[config.mk]
export PLATFORM = sky130hd
export DESIGN_NAME = csu_config_store
export DESIGN_NICKNAME = d
export VERILOG_FILES = /design/src/core/csu_pkg.sv /design/src/core/csu_config_store.sv /design/src/core/csu_tap.sv
export VERILOG_INCLUDE_DIRS = /design/src /design/src/core
export SDC_FILE = /design/constraint.sdc
export NUM_CORES = 1
export LEC_CHECK = 0
export ABC_AREA = 1
export BUFFER_PORTS_ARGS = -buffer_cell sky130_fd_sc_hd__clkbuf_2
export CAP_MARGIN = 20
export CELL_PAD_IN_SITES_DETAIL_PLACEMENT = 0
export CELL_PAD_IN_SITES_GLOBAL_PLACEMENT = 1
export CORE_AREA = 5 5 289 291
export CTS_BUF_LIST = sky130_fd_sc_hd__clkbuf_4 sky130_fd_sc_hd__clkbuf_8 sky130_fd_sc_hd__clkbuf_16
export DETAILED_ROUTE_END_ITERATION = 8
export DIE_AREA = 0 0 294 296
export GPL_ROUTABILITY_DRIVEN = 1
export PLACE_DENSITY_LB_ADDON = 0.1
export SYNTH_ARGS = -nofsm -noshare
export SYNTH_HDL_FRONTEND = slang
export SYNTH_SLANG_ARGS = --single-unit
export TNS_END_PERCENT = 20
[constraint.sdc]
create_clock -name clk_in -period 7.25 [get_ports clk_in]
set_input_delay 0.3625 -clock clk_in [delete_from_list [all_inputs] [get_ports clk_in]]
set_output_delay 0.3625 -clock clk_in [all_outputs]
set_load 0.01 [all_outputs]
[src/core/csu_defs.svh]
// Operation
// RL1: Parameter writes touch only the working RAM
// RL2: Store command copies whole RAM into flash
// RL3: Host sends all parameters before storing
// RL4: Direct image writes go straight into flash
// RL5: Direct image becomes active after next reset
// RL6: Old configuration keeps running until reset
// RL7: RAM thresholds and timeouts apply immediately
// RL8: Pin functions change only after a reset
// RL9: Programming tool owns the bus alone
// RL10: Programmer writes one device at a time
// RL11: No reset during programming, flash may corrupt
// RL12: Production programming uses the direct image
// RL13: Test port is a boundary scan port
// RL14: Test port cannot write the configuration
// RL15: Two banks; old erased after new commits
// RL16: Bad checksum discards config, raises alert, flags
// RL17: Reset loads newest committed bank into RAM
`ifndef CSU_DEFS_SVH
`define CSU_DEFS_SVH

// ==========================================================
// Configuration image layout
`define CSU_WORDS     16
`define CSU_IDX_W     5
`define CSU_PIN_IDX   4'hF
`define CSU_CHK_IDX   5'h10
`define CSU_LAST_CFG  5'h0F
`define CSU_SEQ_W     8
`define CSU_SEQ_FIRST 8'h01
`define CSU_WORD_ZERO 16'h0000

// ==========================================================
// Test port
`define CSU_BS_W      8
`define CSU_IR_W      2
`define CSU_IR_EXTEST 2'h0
`define CSU_IR_SAMPLE 2'h1
`define CSU_IR_BYPASS 2'h3

`endif

[src/core/csu_pkg.sv]
package csu_pkg;
   typedef logic [15:0] csu_word_t;

   // Gray along select, load, check, idle, store, mark, erase
   typedef enum logic [2:0] {
      CSU_SEL   = 3'h0,
      CSU_LOAD  = 3'h1,
      CSU_CHK   = 3'h3,
      CSU_IDLE  = 3'h2,
      CSU_STORE = 3'h6,
      CSU_MARK  = 3'h7,
      CSU_ERASE = 3'h5,
      CSU_IMG   = 3'h4
   } csu_state_e;

   typedef enum logic [3:0] {
      CSU_TLR = 4'h0, CSU_RTI = 4'h1, CSU_SDS = 4'h3, CSU_CDR = 4'h2,
      CSU_SDR = 4'h6, CSU_E1D = 4'h7, CSU_PDR = 4'h5, CSU_E2D = 4'h4,
      CSU_UDR = 4'hC, CSU_SIS = 4'hD, CSU_CIR = 4'hF, CSU_SIR = 4'hE,
      CSU_E1I = 4'hA, CSU_PIR = 4'hB, CSU_E2I = 4'h9, CSU_UIR = 4'h8
   } csu_tap_e;
endpackage

[src/core/csu_config_store.sv]
`timescale 1ns/1ps
`include "csu_defs.svh"

module csu_config_store (
   input  wire logic                   clk_in,
   input  wire logic                   reset_in,
   input  wire logic                   erase_all_in,
   input  wire logic                   param_wr_in,
   input  wire logic [3:0]             param_addr_in,
   input  wire csu_pkg::csu_word_t     param_data_in,
   input  wire logic                   store_all_in,
   input  wire logic                   img_start_in,
   input  wire logic                   img_wr_in,
   input  wire logic [`CSU_IDX_W-1:0]  img_addr_in,
   input  wire csu_pkg::csu_word_t     img_data_in,
   input  wire logic                   img_done_in,
   input  wire logic [3:0]             cfg_rd_addr_in,
   output csu_pkg::csu_word_t          cfg_rd_data_out,
   output csu_pkg::csu_word_t          pin_cfg_out,
   output logic                        ready_out,
   output logic                        busy_out,
   output logic                        alert_out,
   output logic                        cfg_bad_out,
   output logic                        active_bank_out,
   input  wire logic                   tck_in,
   input  wire logic                   tms_in,
   input  wire logic                   tdi_in,
   output logic                        tdo_out,
   output logic                        tdo_oe_out,
   input  wire logic [`CSU_BS_W-1:0]   bs_pins_in,
   output logic      [`CSU_BS_W-1:0]   bs_drive_out,
   output logic                        bs_oe_out
);
   import csu_pkg::*;

   // ==========================================================
   // Helpers
   function automatic csu_word_t csu_add(input csu_word_t a, input csu_word_t b);
      csu_add = a + b;
   endfunction

   // Sequence numbers wrap, so newer means a short forward distance
   function automatic logic csu_newer(input logic [`CSU_SEQ_W-1:0] a,
                                      input logic [`CSU_SEQ_W-1:0] b);
      logic [`CSU_SEQ_W-1:0] d;
      d = a - b;
      csu_newer = (d != 8'h00) && !d[`CSU_SEQ_W-1];
   endfunction

   // ==========================================================
   // Storage: working RAM and two flash banks with commit marks
   // Flash and marks are nonvolatile: reset leaves them alone
   csu_word_t              ram_mem [`CSU_WORDS];
   csu_word_t              fl_mem  [2][`CSU_WORDS+1];
   logic                   mark_ok_ff  [2];
   logic [`CSU_SEQ_W-1:0]  mark_seq_ff [2];

   csu_state_e             st_ff;
   logic [`CSU_IDX_W-1:0]  idx_ff;
   csu_word_t              sum_ff;
   logic                   cur_ff;
   logic                   cur_ok_ff;
   logic                   tgt;
   logic                   fl_we;
   logic [`CSU_IDX_W-1:0]  fl_idx;
   csu_word_t              fl_wd;
   csu_word_t              fl_rd;
   logic                   sel_bank;
   logic                   sel_any;
   logic                   param_ok;
   logic                   chk_bad;

   assign tgt      = cur_ok_ff ? ~cur_ff : 1'b0;
   assign fl_rd    = fl_mem[cur_ff][idx_ff];
   assign param_ok = param_wr_in && (st_ff == CSU_IDLE || st_ff == CSU_IMG);
   assign chk_bad  = (sum_ff != fl_mem[cur_ff][`CSU_CHK_IDX]);
   assign sel_any  = mark_ok_ff[0] || mark_ok_ff[1];

   always_comb begin
      if (mark_ok_ff[0] && mark_ok_ff[1]) begin
         sel_bank = csu_newer(mark_seq_ff[1], mark_seq_ff[0]); // RL17
      end else begin
         sel_bank = mark_ok_ff[1];
      end
   end

   // ==========================================================
   // Flash write port
   always_comb begin
      fl_we  = 1'b0;
      fl_idx = idx_ff;
      fl_wd  = sum_ff;
      if (st_ff == CSU_STORE) begin
         fl_we = 1'b1; // RL2
         if (idx_ff != `CSU_CHK_IDX) begin
            fl_wd = ram_mem[idx_ff[3:0]];
         end
      end else if (st_ff == CSU_IMG && img_wr_in && img_addr_in <= `CSU_CHK_IDX) begin
         fl_we  = 1'b1; // RL4
         fl_idx = img_addr_in;
         fl_wd  = img_data_in;
      end
   end

   always_ff @(posedge clk_in) begin
      if (fl_we) begin
         fl_mem[tgt][fl_idx] <= fl_wd;
      end
   end

   // ==========================================================
   // Commit marks: target invalid while written, old erased last
   always_ff @(posedge clk_in) begin
      if (erase_all_in) begin
         mark_ok_ff[0] <= 1'b0;
         mark_ok_ff[1] <= 1'b0;
      end else if (!reset_in) begin
         if (st_ff == CSU_IDLE && (store_all_in || img_start_in)) begin
            mark_ok_ff[tgt] <= 1'b0; // RL15
         end else if (st_ff == CSU_MARK) begin
            mark_ok_ff[tgt]  <= 1'b1; // RL15
            mark_seq_ff[tgt] <= cur_ok_ff ? mark_seq_ff[cur_ff] + 8'h01 : `CSU_SEQ_FIRST;
         end else if (st_ff == CSU_ERASE && cur_ok_ff) begin
            mark_ok_ff[cur_ff] <= 1'b0; // RL15
         end
      end
   end

   // ==========================================================
   // Sequencer
   always_ff @(posedge clk_in) begin
      if (reset_in) begin
         st_ff     <= CSU_SEL;
         idx_ff    <= 5'h00;
         sum_ff    <= `CSU_WORD_ZERO;
         cur_ff    <= 1'b0;
         cur_ok_ff <= 1'b0;
      end else begin
         unique case (st_ff)
            CSU_SEL: begin
               cur_ff    <= sel_bank; // RL17
               cur_ok_ff <= sel_any;
               idx_ff    <= 5'h00;
               sum_ff    <= `CSU_WORD_ZERO;
               st_ff     <= sel_any ? CSU_LOAD : CSU_IDLE; // RL5
            end
            CSU_LOAD: begin
               sum_ff <= csu_add(sum_ff, fl_rd);
               idx_ff <= idx_ff + 5'h01;
               if (idx_ff == `CSU_LAST_CFG) begin
                  st_ff <= CSU_CHK;
               end
            end
            CSU_CHK: begin
               st_ff <= CSU_IDLE;
            end
            CSU_IDLE: begin
               idx_ff <= 5'h00;
               sum_ff <= `CSU_WORD_ZERO;
               if (store_all_in) begin
                  st_ff <= CSU_STORE; // RL2
               end else if (img_start_in) begin
                  st_ff <= CSU_IMG; // RL4
               end
            end
            CSU_STORE: begin
               idx_ff <= idx_ff + 5'h01;
               if (idx_ff == `CSU_CHK_IDX) begin
                  st_ff <= CSU_MARK;
               end else begin
                  sum_ff <= csu_add(sum_ff, ram_mem[idx_ff[3:0]]);
               end
            end
            CSU_IMG: begin
               if (img_done_in) begin
                  st_ff <= CSU_MARK;
               end
            end
            CSU_MARK: begin
               st_ff <= CSU_ERASE;
            end
            CSU_ERASE: begin
               // Next write goes to the other bank; RAM stays as it was
               cur_ff    <= tgt; // RL6
               cur_ok_ff <= 1'b1;
               st_ff     <= CSU_IDLE;
            end
         endcase
      end
   end

   // ==========================================================
   // Working RAM: live values, filled by host or by reload
   always_ff @(posedge clk_in) begin
      if (st_ff == CSU_LOAD) begin
         ram_mem[idx_ff[3:0]] <= fl_rd; // RL17
      end else if (st_ff == CSU_CHK && chk_bad) begin
         for (int i = 0; i < `CSU_WORDS; i++) begin
            ram_mem[i] <= `CSU_WORD_ZERO; // RL16
         end
      end else if (param_ok) begin
         ram_mem[param_addr_in] <= param_data_in; // RL1
      end
   end

   always_ff @(posedge clk_in) begin
      if (reset_in) begin
         cfg_rd_data_out <= `CSU_WORD_ZERO;
      end else begin
         cfg_rd_data_out <= ram_mem[cfg_rd_addr_in]; // RL7
      end
   end

   // Pin roles are latched at reload only, so a live edit waits for reset
   always_ff @(posedge clk_in) begin
      if (reset_in) begin
         pin_cfg_out <= `CSU_WORD_ZERO;
      end else if (st_ff == CSU_CHK) begin
         pin_cfg_out <= chk_bad ? `CSU_WORD_ZERO : ram_mem[`CSU_PIN_IDX]; // RL8
      end
   end

   always_ff @(posedge clk_in) begin
      if (reset_in) begin
         alert_out   <= 1'b0;
         cfg_bad_out <= 1'b0;
      end else if (st_ff == CSU_CHK && chk_bad) begin
         alert_out   <= 1'b1; // RL16
         cfg_bad_out <= 1'b1;
      end
   end

   assign ready_out       = (st_ff == CSU_IDLE) || (st_ff == CSU_IMG);
   assign busy_out        = !ready_out;
   assign active_bank_out = cur_ff;

   // ==========================================================
   // Test port, with no route into the configuration store
   csu_tap u_tap (
      .clk_in       (clk_in),
      .reset_in     (reset_in),
      .tck_in       (tck_in),
      .tms_in       (tms_in),
      .tdi_in       (tdi_in),
      .tdo_out      (tdo_out),
      .tdo_oe_out   (tdo_oe_out),
      .bs_pins_in   (bs_pins_in),
      .bs_drive_out (bs_drive_out),
      .bs_oe_out    (bs_oe_out)
   );

   // ==========================================================
   // Checks
   property p_ram_only;
      @(posedge clk_in) disable iff (reset_in)
      param_ok |-> !(fl_we && st_ff != CSU_IMG) ##1 ram_mem[$past(param_addr_in)] == $past(param_data_in);
   endproperty
   a_ram_only: assert property (p_ram_only) else $error("param write leaked"); // RL1

   property p_store;
      @(posedge clk_in) disable iff (reset_in)
      (st_ff == CSU_IDLE && store_all_in) |=> (st_ff == CSU_STORE && fl_we)[*8];
   endproperty
   a_store: assert property (p_store) else $error("store did not write flash"); // RL2

   property p_image;
      @(posedge clk_in) disable iff (reset_in)
      (st_ff == CSU_IMG && img_wr_in && img_addr_in <= `CSU_CHK_IDX && !img_done_in)
         |=> fl_mem[tgt][$past(img_addr_in)] == $past(img_data_in);
   endproperty
   a_image: assert property (p_image) else $error("image word lost"); // RL4

   property p_img_inert;
      @(posedge clk_in) disable iff (reset_in)
      (st_ff == CSU_IMG) |=> $stable(pin_cfg_out) && !$rose(alert_out);
   endproperty
   a_img_inert: assert property (p_img_inert) else $error("image took effect early"); // RL5

   property p_pin_hold;
      @(posedge clk_in) disable iff (reset_in)
      (st_ff != CSU_CHK) |=> $stable(pin_cfg_out);
   endproperty
   a_pin_hold: assert property (p_pin_hold) else $error("pin roles changed live"); // RL8

   property p_live;
      @(posedge clk_in) disable iff (reset_in)
      (param_ok && cfg_rd_addr_in == param_addr_in) ##1 (cfg_rd_addr_in == $past(param_addr_in))
         |=> cfg_rd_data_out == $past(param_data_in, 2);
   endproperty
   a_live: assert property (p_live) else $error("RAM value not live"); // RL7

   property p_erase_late;
      @(posedge clk_in) disable iff (reset_in)
      (st_ff == CSU_ERASE) |-> mark_ok_ff[tgt] && $past(st_ff) == CSU_MARK;
   endproperty
   a_erase_late: assert property (p_erase_late) else $error("old bank erased early"); // RL15

   property p_bad_sum;
      @(posedge clk_in) disable iff (reset_in)
      (st_ff == CSU_CHK && chk_bad) |=> alert_out && cfg_bad_out && pin_cfg_out == 16'h0000;
   endproperty
   a_bad_sum: assert property (p_bad_sum) else $error("bad checksum not flagged"); // RL16

   property p_pick;
      @(posedge clk_in) disable iff (reset_in)
      // Sampled reset too: the release edge still shows the held select state
      (!reset_in && st_ff == CSU_SEL && sel_any) |=> st_ff == CSU_LOAD
         && cur_ff == $past(sel_bank) && mark_ok_ff[cur_ff] ##17 st_ff == CSU_IDLE;
   endproperty
   a_pick: assert property (p_pick) else $error("wrong bank reloaded"); // RL17
endmodule

[src/core/csu_tap.sv]
`timescale 1ns/1ps
`include "csu_defs.svh"

module csu_tap (
   input  wire logic                  clk_in,
   input  wire logic                  reset_in,
   input  wire logic                  tck_in,
   input  wire logic                  tms_in,
   input  wire logic                  tdi_in,
   output logic                       tdo_out,
   output logic                       tdo_oe_out,
   input  wire logic [`CSU_BS_W-1:0]  bs_pins_in,
   output logic      [`CSU_BS_W-1:0]  bs_drive_out,
   output logic                       bs_oe_out
);
   import csu_pkg::*;

   // ==========================================================
   // Test clock edges, sampled on the device clock
   logic                  tck_q_ff;
   logic                  rise;
   logic                  fall;
   csu_tap_e              tap_ff;
   csu_tap_e              nxt_tap;
   logic [`CSU_IR_W-1:0]  ir_sh_ff;
   logic [`CSU_IR_W-1:0]  ir_ff;
   logic [`CSU_BS_W-1:0]  bs_sh_ff;
   logic                  byp_ff;

   assign rise = tck_in & ~tck_q_ff;
   assign fall = ~tck_in & tck_q_ff;

   always_ff @(posedge clk_in) begin
      tck_q_ff <= reset_in ? 1'b0 : tck_in;
   end

   // ==========================================================
   // Controller
   always_comb begin
      unique case (tap_ff)
         CSU_TLR: nxt_tap = tms_in ? CSU_TLR : CSU_RTI;
         CSU_RTI: nxt_tap = tms_in ? CSU_SDS : CSU_RTI;
         CSU_SDS: nxt_tap = tms_in ? CSU_SIS : CSU_CDR;
         CSU_CDR: nxt_tap = tms_in ? CSU_E1D : CSU_SDR;
         CSU_SDR: nxt_tap = tms_in ? CSU_E1D : CSU_SDR;
         CSU_E1D: nxt_tap = tms_in ? CSU_UDR : CSU_PDR;
         CSU_PDR: nxt_tap = tms_in ? CSU_E2D : CSU_PDR;
         CSU_E2D: nxt_tap = tms_in ? CSU_UDR : CSU_SDR;
         CSU_UDR: nxt_tap = tms_in ? CSU_SDS : CSU_RTI;
         CSU_SIS: nxt_tap = tms_in ? CSU_TLR : CSU_CIR;
         CSU_CIR: nxt_tap = tms_in ? CSU_E1I : CSU_SIR;
         CSU_SIR: nxt_tap = tms_in ? CSU_E1I : CSU_SIR;
         CSU_E1I: nxt_tap = tms_in ? CSU_UIR : CSU_PIR;
         CSU_PIR: nxt_tap = tms_in ? CSU_E2I : CSU_PIR;
         CSU_E2I: nxt_tap = tms_in ? CSU_UIR : CSU_SIR;
         CSU_UIR: nxt_tap = tms_in ? CSU_SDS : CSU_RTI;
      endcase
   end

   always_ff @(posedge clk_in) begin
      if (reset_in) begin
         tap_ff <= CSU_TLR;
      end else if (rise) begin
         tap_ff <= nxt_tap; // RL13
      end
   end

   // ==========================================================
   // Instruction register
   always_ff @(posedge clk_in) begin
      if (reset_in || (rise && tap_ff == CSU_TLR)) begin
         ir_sh_ff <= `CSU_IR_BYPASS;
         ir_ff    <= `CSU_IR_BYPASS;
      end else if (rise) begin
         if (tap_ff == CSU_CIR) begin
            ir_sh_ff <= 2'h1;
         end else if (tap_ff == CSU_SIR) begin
            ir_sh_ff <= {tdi_in, ir_sh_ff[`CSU_IR_W-1:1]};
         end
         if (tap_ff == CSU_UIR) begin
            ir_ff <= ir_sh_ff;
         end
      end
   end

   // ==========================================================
   // Boundary and bypass data registers
   // Only pins are reachable here; nothing feeds the configuration store
   always_ff @(posedge clk_in) begin
      if (reset_in) begin
         bs_sh_ff     <= 8'h00;
         bs_drive_out <= 8'h00;
         byp_ff       <= 1'b0;
      end else if (rise) begin
         if (tap_ff == CSU_CDR) begin
            bs_sh_ff <= bs_pins_in; // RL13
            byp_ff   <= 1'b0;
         end else if (tap_ff == CSU_SDR) begin
            bs_sh_ff <= {tdi_in, bs_sh_ff[`CSU_BS_W-1:1]};
            byp_ff   <= tdi_in;
         end
         if (tap_ff == CSU_UDR && ir_ff != `CSU_IR_BYPASS) begin
            bs_drive_out <= bs_sh_ff; // RL14
         end
      end
   end

   assign bs_oe_out = (ir_ff == `CSU_IR_EXTEST);

   // Output changes on the falling test clock edge
   always_ff @(posedge clk_in) begin
      if (reset_in) begin
         tdo_out    <= 1'b0;
         tdo_oe_out <= 1'b0;
      end else if (fall) begin
         tdo_oe_out <= (tap_ff == CSU_SDR) || (tap_ff == CSU_SIR);
         if (tap_ff == CSU_SIR) begin
            tdo_out <= ir_sh_ff[0];
         end else if (ir_ff == `CSU_IR_BYPASS || ir_ff == 2'h2) begin
            tdo_out <= byp_ff;
         end else begin
            tdo_out <= bs_sh_ff[0];
         end
      end
   end
endmodule

==> metrics, run 1 <==
number of filler cells placed in the layout between 7000 and 8000; All-Layer GR Usage 0.306; Nets around 4700; outcome finished clean; Data arrival, critical path 5.11 ns; mean post-synth cell area 9.12 um2; Detailed Route Iter0 Violations about 3500; capturing element type of the critical path flop; destination of the worst hold path mark_ok_ff[1]$_SDFFCE_PN0P_; RSZ-0062 raised after global routing false; area fraction in compound gates after synthesis 0.175; TritonCTS clock tree built; DR WL/cell 24.1 um; post-layout util 0.580; Leakage Power ~17 nW; postcts setup bufs 0; reg-to-reg slack, setup between 2 and 3 ns; Resized Gates After CTS 0; largest family of logic cells by synthesized area compound AO/OA/AOI/OAI gates; wire length of the first global-routing pass a little over 200 mm; sequential area share after synthesis 0.565; CTS Buffer Depth 3; type of the worst setup path flop to flop; data required time of the critical path between 7 and 8 ns; number of placed I/O pins about 110; leading register cell type out of synthesis sky130_fd_sc_hd__edfxtp_1; endpoints failing setup 0; Final Routed Wirelength between 100 and 150 mm; Post-route DRC 0; number of sinks on the clock net 910; Die Footprint 0.0870 mm2; count of flip-flops with a built-in enable after synthesis ~560; RD Place Congestion roughly 0.92; number of max-cap violations 0; class of the tightest hold or removal check input port to flop; total met3 wirelength after detailed routing slightly below 9 mm; relative slew slack 0.291; number of stages on the worst hold path 3; Setup Skew around 0.046 ns; peak supply drop 0.232 mV; highest signal layer in the routed design met5; area of the core 0.0803 mm2; CTS H-tree depth 3; worst r2r path cells 19; number of vias per cell after detailed routing 5.97; DIE WIDTH a little under 300 um; CP Max Fanout 106; antenna viol nets, final 0; final clock period utilization by the worst path 0.636; placed inst area 0.0432 mm2; launching element type of the critical path flop; HPWL after detailed placement approximately 85 mm; count of unique library cells instantiated by Yosys 53; layout cell share with drive strength beyond 1 0.101; Synth Area in Adders 0.00866; total congestion overflow 0; clock period minus final worst setup slack 4.61 ns; total routed wire length on the met1 layer between 50 and 60 mm; hold wc startpoint erase_all_in; worst reg2reg endpoint sum_ff[13]$_SDFFE_PP0P_; final-layout setup total negative slack 0 ns; Fin. Hold Viols 0; Skew-Pair Late Insertion Delay slightly below 0.7 ns; via total after detailed routing 34173; wire length on met2 about 67 mm; post-synthesis instance total 4628; post-synthesis simple-gate area fraction 0.172; detailed-router iteration count before antenna repair 6; post-synthesis instance area between 0.04 and 0.05 mm2; multiplexer share of the synthesized area 0.0133; total CTS buffers 96; count of warnings emitted by yosys 0; transition time at the pin with the least slew margin ~1.1 ns; Std-Cell Rows about 100; number of slew-limit violations in the final report 0; pin count of the biggest net entering global routing 173; synthesis-to-layout area growth 10.3%; area of all placed cells without fillers approximately 0.047 mm2; PwrDens approximately 370 mW/mm2; share of synthesized flip-flops with an asynchronous set or reset 0; share of the synthesized netlist area taken by xor and xnor gates 0.00498; initial antenna violation count 1; Yosys reg bits 910; die height 296 um; Mapped Nets around 4700; I/O Buffers about 110; clock transition at the registers of the reported paths 0.06 ns; root cell of the clock tree sky130_fd_sc_hd__clkbuf_16; Max Clock Freq 217 MHz; starting density of the core 0.526; antenna cell count 0; number of global-route vias before repair about 32000
[cells in the final DEF, fill, tap and decap left out, drive strengths merged, types with 56 or more instances in the layout]
master,netlist,routed
nand2,823,823
a21oi,605,605
edfxtp,562,562
o21ai,459,459
nand3,413,413
nor2,390,390
dfxtp,348,348
inv,248,249
clkbuf,194,244
o211ai,101,101
buf,146,89
mux2i,56,56
[cell type report]
cell class,instances,area [um2],area share
well taps,1060,1330,0.0285
inverters,258,981,0.0211
clock inverters,34,389,0.00836
clock buffers,135,2810,0.0603
flip-flops and latches,910,23900,0.513
repair buffers,207,1360,0.0292
multi-input cells,3120,15800,0.340
[repair_timing]
item	CTS	global route
hold buffers	9	0
hold endpoints to repair	9	0
setup endpoints to repair	0	0
[how the worst max path moves through the flow]
stage	start	end
2_1_floorplan	flop	sum_ff[10]$_SDFFE_PP0P_
3_3_place_gp	img_addr_in[0]	fl_mem[0][58]$_DFFE_PP_
3_5_place_dp	flop	sum_ff[13]$_SDFFE_PP0P_
4_1_cts	flop	sum_ff[13]$_SDFFE_PP0P_
5_1_grt	flop	sum_ff[10]$_SDFFE_PP0P_
6_report	flop	sum_ff[13]$_SDFFE_PP0P_
[metal layers]
layer	track usage	vias up
li1	-	16134
met1	0.395	16351
met2	0.517	1367
met3	0.0369	319
met4	0.150	2
met5	0	-
[state kept, by name (all words and copies together), names as in the netlist, 2 cells and up, named ones only]
register,count
cfg_rd_data_out,16
fl_mem,544
idx_ff,5
mark_ok_ff,2
mark_seq_ff,16
pin_cfg_out,16
ram_mem,256
st_ff,3
sum_ff,16
u_tap.bs_drive_out,8
u_tap.bs_sh_ff,8
u_tap.ir_ff,2
u_tap.ir_sh_ff,2
u_tap.tap_ff,4
[power breakdown]
part	internal (W)	switching, W
sequential	0.00625	0.000407
clock	0.00282	0.00212
combinational	0.00144	0.00401
total	0.0105	0.00655
[through the flow]
| step | cells | hold WS [ns] | total power, W | setup WS, ns |
|---|---|---|---|---|
| floorplan | 4628 | 0.444 | 0.0102 | 4.05 |
| detailed placement | 5546 | 0.455 | 0.0121 | 2.66 |
| CTS | 5724 | 0.0119 | 0.0170 | 2.65 |
| global placement | 5546 | 0.452 | 0.0121 | 2.61 |
| finish | 5724 | 0.0344 | 0.0171 | 2.64 |
| global route | 5724 | 0.0411 | 0.0178 | 2.30 |
[kinds of logic after synthesis]
family,Yosys count
xor gates and xnor gates,24
and+or+nand+nor,1675
buffers and inverters,598
muxes,56
AOI/OAI and AO/OA,1337
adders and majority gates,28
DFF,910
[cells in the mapped netlist (2+ instances only)]
library cell                instances  area (um2)
sky130_fd_sc_hd__a211oi_1          33         248
sky130_fd_sc_hd__a21o_1             3        22.5
sky130_fd_sc_hd__a21oi_1          605        3030
sky130_fd_sc_hd__a221oi_1          12         105
sky130_fd_sc_hd__a31oi_1           20         125
sky130_fd_sc_hd__buf_1             16        60.1
sky130_fd_sc_hd__buf_2             86         430
sky130_fd_sc_hd__buf_4             35         263
sky130_fd_sc_hd__buf_6              8        90.1
sky130_fd_sc_hd__clkbuf_1         194         728
sky130_fd_sc_hd__clkinv_1          10        37.5
sky130_fd_sc_hd__dfxtp_1          348        6970
sky130_fd_sc_hd__edfxtp_1         562       16900
sky130_fd_sc_hd__fa_1               2        40.0
sky130_fd_sc_hd__ha_1              26         325
sky130_fd_sc_hd__inv_1            222         833
sky130_fd_sc_hd__inv_2             26        97.6
sky130_fd_sc_hd__mux2i_1           56         561
sky130_fd_sc_hd__nand2_1          806        3030
sky130_fd_sc_hd__nand2_2           10        62.6
sky130_fd_sc_hd__nand2_4            7        78.8
sky130_fd_sc_hd__nand3_1          401        2010
sky130_fd_sc_hd__nand3_2           12         120
sky130_fd_sc_hd__nand4_1            8        50.1
sky130_fd_sc_hd__nor2_1           372        1400
sky130_fd_sc_hd__nor2_2             2        12.5
sky130_fd_sc_hd__nor2_4             7        78.8
sky130_fd_sc_hd__nor2_8             9         180
sky130_fd_sc_hd__nor3_1            10        50.1
sky130_fd_sc_hd__nor3b_1            2        15.0
sky130_fd_sc_hd__nor4_1             2        12.5
sky130_fd_sc_hd__o2111ai_1          4        35.0
sky130_fd_sc_hd__o211ai_1         101         758
sky130_fd_sc_hd__o21a_1             3        22.5
sky130_fd_sc_hd__o21ai_0          441        2210
sky130_fd_sc_hd__o21ai_1           14        70.1
sky130_fd_sc_hd__o21ai_4            3        48.8
sky130_fd_sc_hd__o21bai_1           2        15.0
sky130_fd_sc_hd__o221ai_1          38         333
sky130_fd_sc_hd__o22ai_1           49         307
sky130_fd_sc_hd__o31ai_1            3        22.5
sky130_fd_sc_hd__o41ai_1            2        17.5
sky130_fd_sc_hd__or2_2             24         150
sky130_fd_sc_hd__xnor2_1            7        61.3
sky130_fd_sc_hd__xor2_1            17         149
[worst max-delay path, stage by stage (launching register included)]
cell                      delay [ns]
sky130_fd_sc_hd__dfxtp_4        0.52
sky130_fd_sc_hd__inv_6          0.62
sky130_fd_sc_hd__buf_4          0.50
sky130_fd_sc_hd__nand2_1        0.09
sky130_fd_sc_hd__nand2_1        0.08
sky130_fd_sc_hd__a21oi_1        0.05
sky130_fd_sc_hd__o21ai_0        0.08
sky130_fd_sc_hd__a21oi_1        0.08
sky130_fd_sc_hd__o21ai_1        0.44
sky130_fd_sc_hd__nand2_1        0.27
sky130_fd_sc_hd__a31oi_1        0.20
sky130_fd_sc_hd__ha_1           0.31
sky130_fd_sc_hd__nand2_1        0.10
sky130_fd_sc_hd__nor2_1         0.06
sky130_fd_sc_hd__nand3_1        0.08
sky130_fd_sc_hd__nand4_1        0.18
sky130_fd_sc_hd__a31o_2         0.26
sky130_fd_sc_hd__or2_2          0.27
sky130_fd_sc_hd__nand3_1        0.07
sky130_fd_sc_hd__a21oi_1        0.07
(Power assumes the default switching activity.)
==> run 2: changes to the inputs <==
- CORE_AREA: 5 5 289 291 -> 5 5 300 302
- DIE_AREA: 0 0 294 296 -> 0 0 305 307
- clock period: 7.25 -> 4.8 ns (I/O delays scaled with it)
==> run 2 against run 1 <==
Fmax up 6.9%; first-iteration DRC count is 3.8% lower; sequential power grew 49%; flip-flop and latch count stayed put; clock-buffer cell count rose by 2; via count up 1.3%; die area grew 7.6%; critical path type unchanged.
==> metrics, run 2 (synthesized netlist as in run 1, its figures left out) <==
relative slew slack 0.202 (was 0.291); number of filler cells placed in the layout 8078 (was 7239); postcts setup bufs 0 (unchanged); type of the worst setup path flop to flop (unchanged); number of global-route vias before repair 32145 (was 32170); number of vias per cell after detailed routing 5.87 (was 5.97); die height 307 um (was 296 um); DR WL/cell 24.7 um (was 24.1 um); worst reg2reg endpoint sum_ff[13]$_SDFFE_PP0P_ (unchanged); DIE WIDTH 305 um (was 294 um); peak per-stage delay on the critical path 0.46 ns (was 0.62 ns); max FFs per register 544 (unchanged); Detailed Route Iter0 Violations 3393 (was 3526); clock period minus final worst setup slack 4.31 ns (was 4.61 ns); worst setup slack after layout 0.486 ns (was 2.64 ns); antenna viol nets, final 0 (unchanged); number of max-cap violations 0 (unchanged); CP Max Fanout 74 (was 106); worst slack after detailed placement 0.551 ns (was 2.66 ns); CTS H-tree depth 3 (unchanged); wire length of the first global-routing pass 214 mm (was 203 mm); Skew-Pair Late Insertion Delay 0.70 ns (was 0.69 ns); capturing element type of the critical path flop (unchanged); critical path's slowest cell sky130_fd_sc_hd__inv_6 (unchanged); final-layout setup total negative slack 0 ns (unchanged); peak supply drop 0.388 mV (was 0.232 mV); worst r2r path cells 19 (unchanged); hold wc startpoint tms_in (was erase_all_in); Pwr Total 0.0264 W (was 0.0171 W); class of the tightest hold or removal check input port to flop (unchanged); endpoints failing setup 0 (unchanged); Leakage Power 17.2 nW (was 16.9 nW); reg-to-reg slack, setup 0.49 ns (was 2.64 ns); clock transition at the registers of the reported paths 0.06 ns (about the same); starting density of the core 0.483 (was 0.526); HPWL after detailed placement 92.3 mm (was 85.1 mm); area of the core 0.0874 mm2 (was 0.0803 mm2); chain of cells forming the critical path inv_6, buf_4, nand2_1, nand2_1, a21oi_1, o21ai_0, a21oi_1, o21ai_1, nand2_1, a31oi_1, ha_1, nand2_1, o21ai_0, nand2_1, nand4_1, a31o_2, or2_2, nand3_1, a21oi_1 (was inv_6, buf_4, nand2_1, nand2_1, a21oi_1, o21ai_0, a21oi_1, o21ai_1, nand2_1, a31oi_1, ha_1, nand2_1, nor2_1, nand3_1, nand4_1, a31o_2, or2_2, nand3_1, a21oi_1); data required time of the critical path 5.33 ns (was 7.75 ns); TritonCTS clock tree built (unchanged); most common library cell in the layout ignoring fill and taps sky130_fd_sc_hd__nand2_1 (unchanged); Final Routed Wirelength 146 mm (was 138 mm); initial antenna violation count 5 (was 1); final instance count without filler cells 5892 (was 5724); RD Place Congestion 0.925 (was 0.918); Fin. Hold Viols 0 (unchanged); total CTS buffers 98 (was 96); layout cell share with drive strength beyond 1 0.111 (was 0.101); Resized Gates After CTS 0 (unchanged); transition time at the pin with the least slew margin 1.19 ns (was 1.06 ns); Top reg by flops fl_mem (unchanged); leading cell types in the layout, fill and taps excluded sky130_fd_sc_hd__nand2_1 (805), sky130_fd_sc_hd__a21oi_1 (605), sky130_fd_sc_hd__edfxtp_1 (562), sky130_fd_sc_hd__o21ai_0 (441), sky130_fd_sc_hd__nand3_1 (401) (unchanged); Nets 4735 (was 4685); synthesis-to-layout area growth 12.0% (was 10.3%); number of sinks on the clock net 910 (unchanged); I/O Buffers 111 (unchanged); post-cts hold buffer count 16 (was 9); area of all placed cells without fillers 0.0473 mm2 (was 0.0465 mm2); root cell of the clock tree sky130_fd_sc_hd__clkbuf_16 (unchanged); dominant cell type by count on the critical path sky130_fd_sc_hd__nand2_1 (unchanged); Data arrival, critical path 4.85 ns (was 5.11 ns); Std-Cell Rows 109 (was 104); Setup Skew 0.0304 ns (was 0.0465 ns); number of placed I/O pins 112 (unchanged); Regs by FF count fl_mem (544), ram_mem (256) (unchanged); PwrDens 558 mW/mm2 (was 367 mW/mm2); launching element type of the critical path flop (unchanged); via total after detailed routing 34613 (was 34173); number of slew-limit violations in the final report 0 (unchanged); placed inst area 0.0437 mm2 (was 0.0432 mm2); crit path to sum_ff[13]$_SDFFE_PP0P_ (unchanged); pin count of the biggest net entering global routing 155 (was 173); final clock period utilization by the worst path 0.899 (was 0.636); CTS Buffer Depth 3 (unchanged); number of cells after detailed placement 5692 (was 5546); Die Footprint 0.0936 mm2 (was 0.0870 mm2); Post-route DRC 0 (unchanged); detailed-router iteration count before antenna repair 5 (was 6); RSZ-0062 raised after global routing false (unchanged); All-Layer GR Usage 0.301 (was 0.306); Max Clock Freq 232 MHz (was 217 MHz); outcome finished clean (unchanged); total congestion overflow 0 (unchanged)
==> run 2: changes by cell type in the layout (fill, tap and decap cells not counted), sizes merged <==
cell,before,now
clkinvlp,1,4
inv,249,250
clkinv,39,42
diode,0,2
buf,89,130
clkbuf,244,246
dlygate4sd3,9,16
bufinv,3,7
==> run 2: how the worst min path moves through the flow <==
stage                                    to  slack [ns]  depth (start not counted)
2_1_floorplan     u_tap.tck_q_ff$_SDFF_PP0_        0.39                          2
3_3_place_gp     ram_mem[1][0]$_SDFFE_PP0P_        0.45                          2
3_5_place_dp    ram_mem[9][13]$_SDFFE_PP0P_        0.46                          2
4_1_cts        u_tap.tap_ff[1]$_SDFFE_PP0P_        0.02                          5
5_1_grt        u_tap.tap_ff[1]$_SDFFE_PP0P_        0.08                          5
6_report       u_tap.tap_ff[1]$_SDFFE_PP0P_        0.05                          5
==> run 2: power by group <==
part	total [W]	internal (W)	switching, W
clock network	0.00784	0.00458	0.00327
logic	0.00863	0.00228	0.00635
registers	0.00991	0.00944	0.000471
==> run 2: metrics by stage <==
step / hold slack, ns / util
detailed placement: 0.455 / 0.500
global placement: 0.452 / 0.500
CTS: 0.0153 / 0.540
floorplan: 0.387 / -
finish: 0.0526 / 0.541
global route: 0.0790 / 0.540
==> run 2: layer usage <==
metal	track usage	wire length [um]
met3	0.0417	9220
met5	0	0
met2	0.507	70300
met1	0.389	58500
met4	0.139	7550
==> run 2: critical path: cells and delay by family, from the launching register on <==
family          cells  cell delay (ns)
flops               1             0.42
simple gates        8             1.07
fa+ha+maj           1             0.30
compound gates      8             1.49
buf+inv             2             0.81
==> run 2: area by class of cell <==
cell class | count | area [um2] | share of cell area
clock buffers | 137 | 2860 | 0.0606
repair buffers | 255 | 1750 | 0.0370
flip-flops and latches | 910 | 23900 | 0.505
clock inverters | 45 | 532 | 0.0113
multi-input cells | 3120 | 15800 | 0.335
diodes | 2 | 5.00 | 0.000106
inverters | 258 | 981 | 0.0208
well taps | 1165 | 1460 | 0.0308
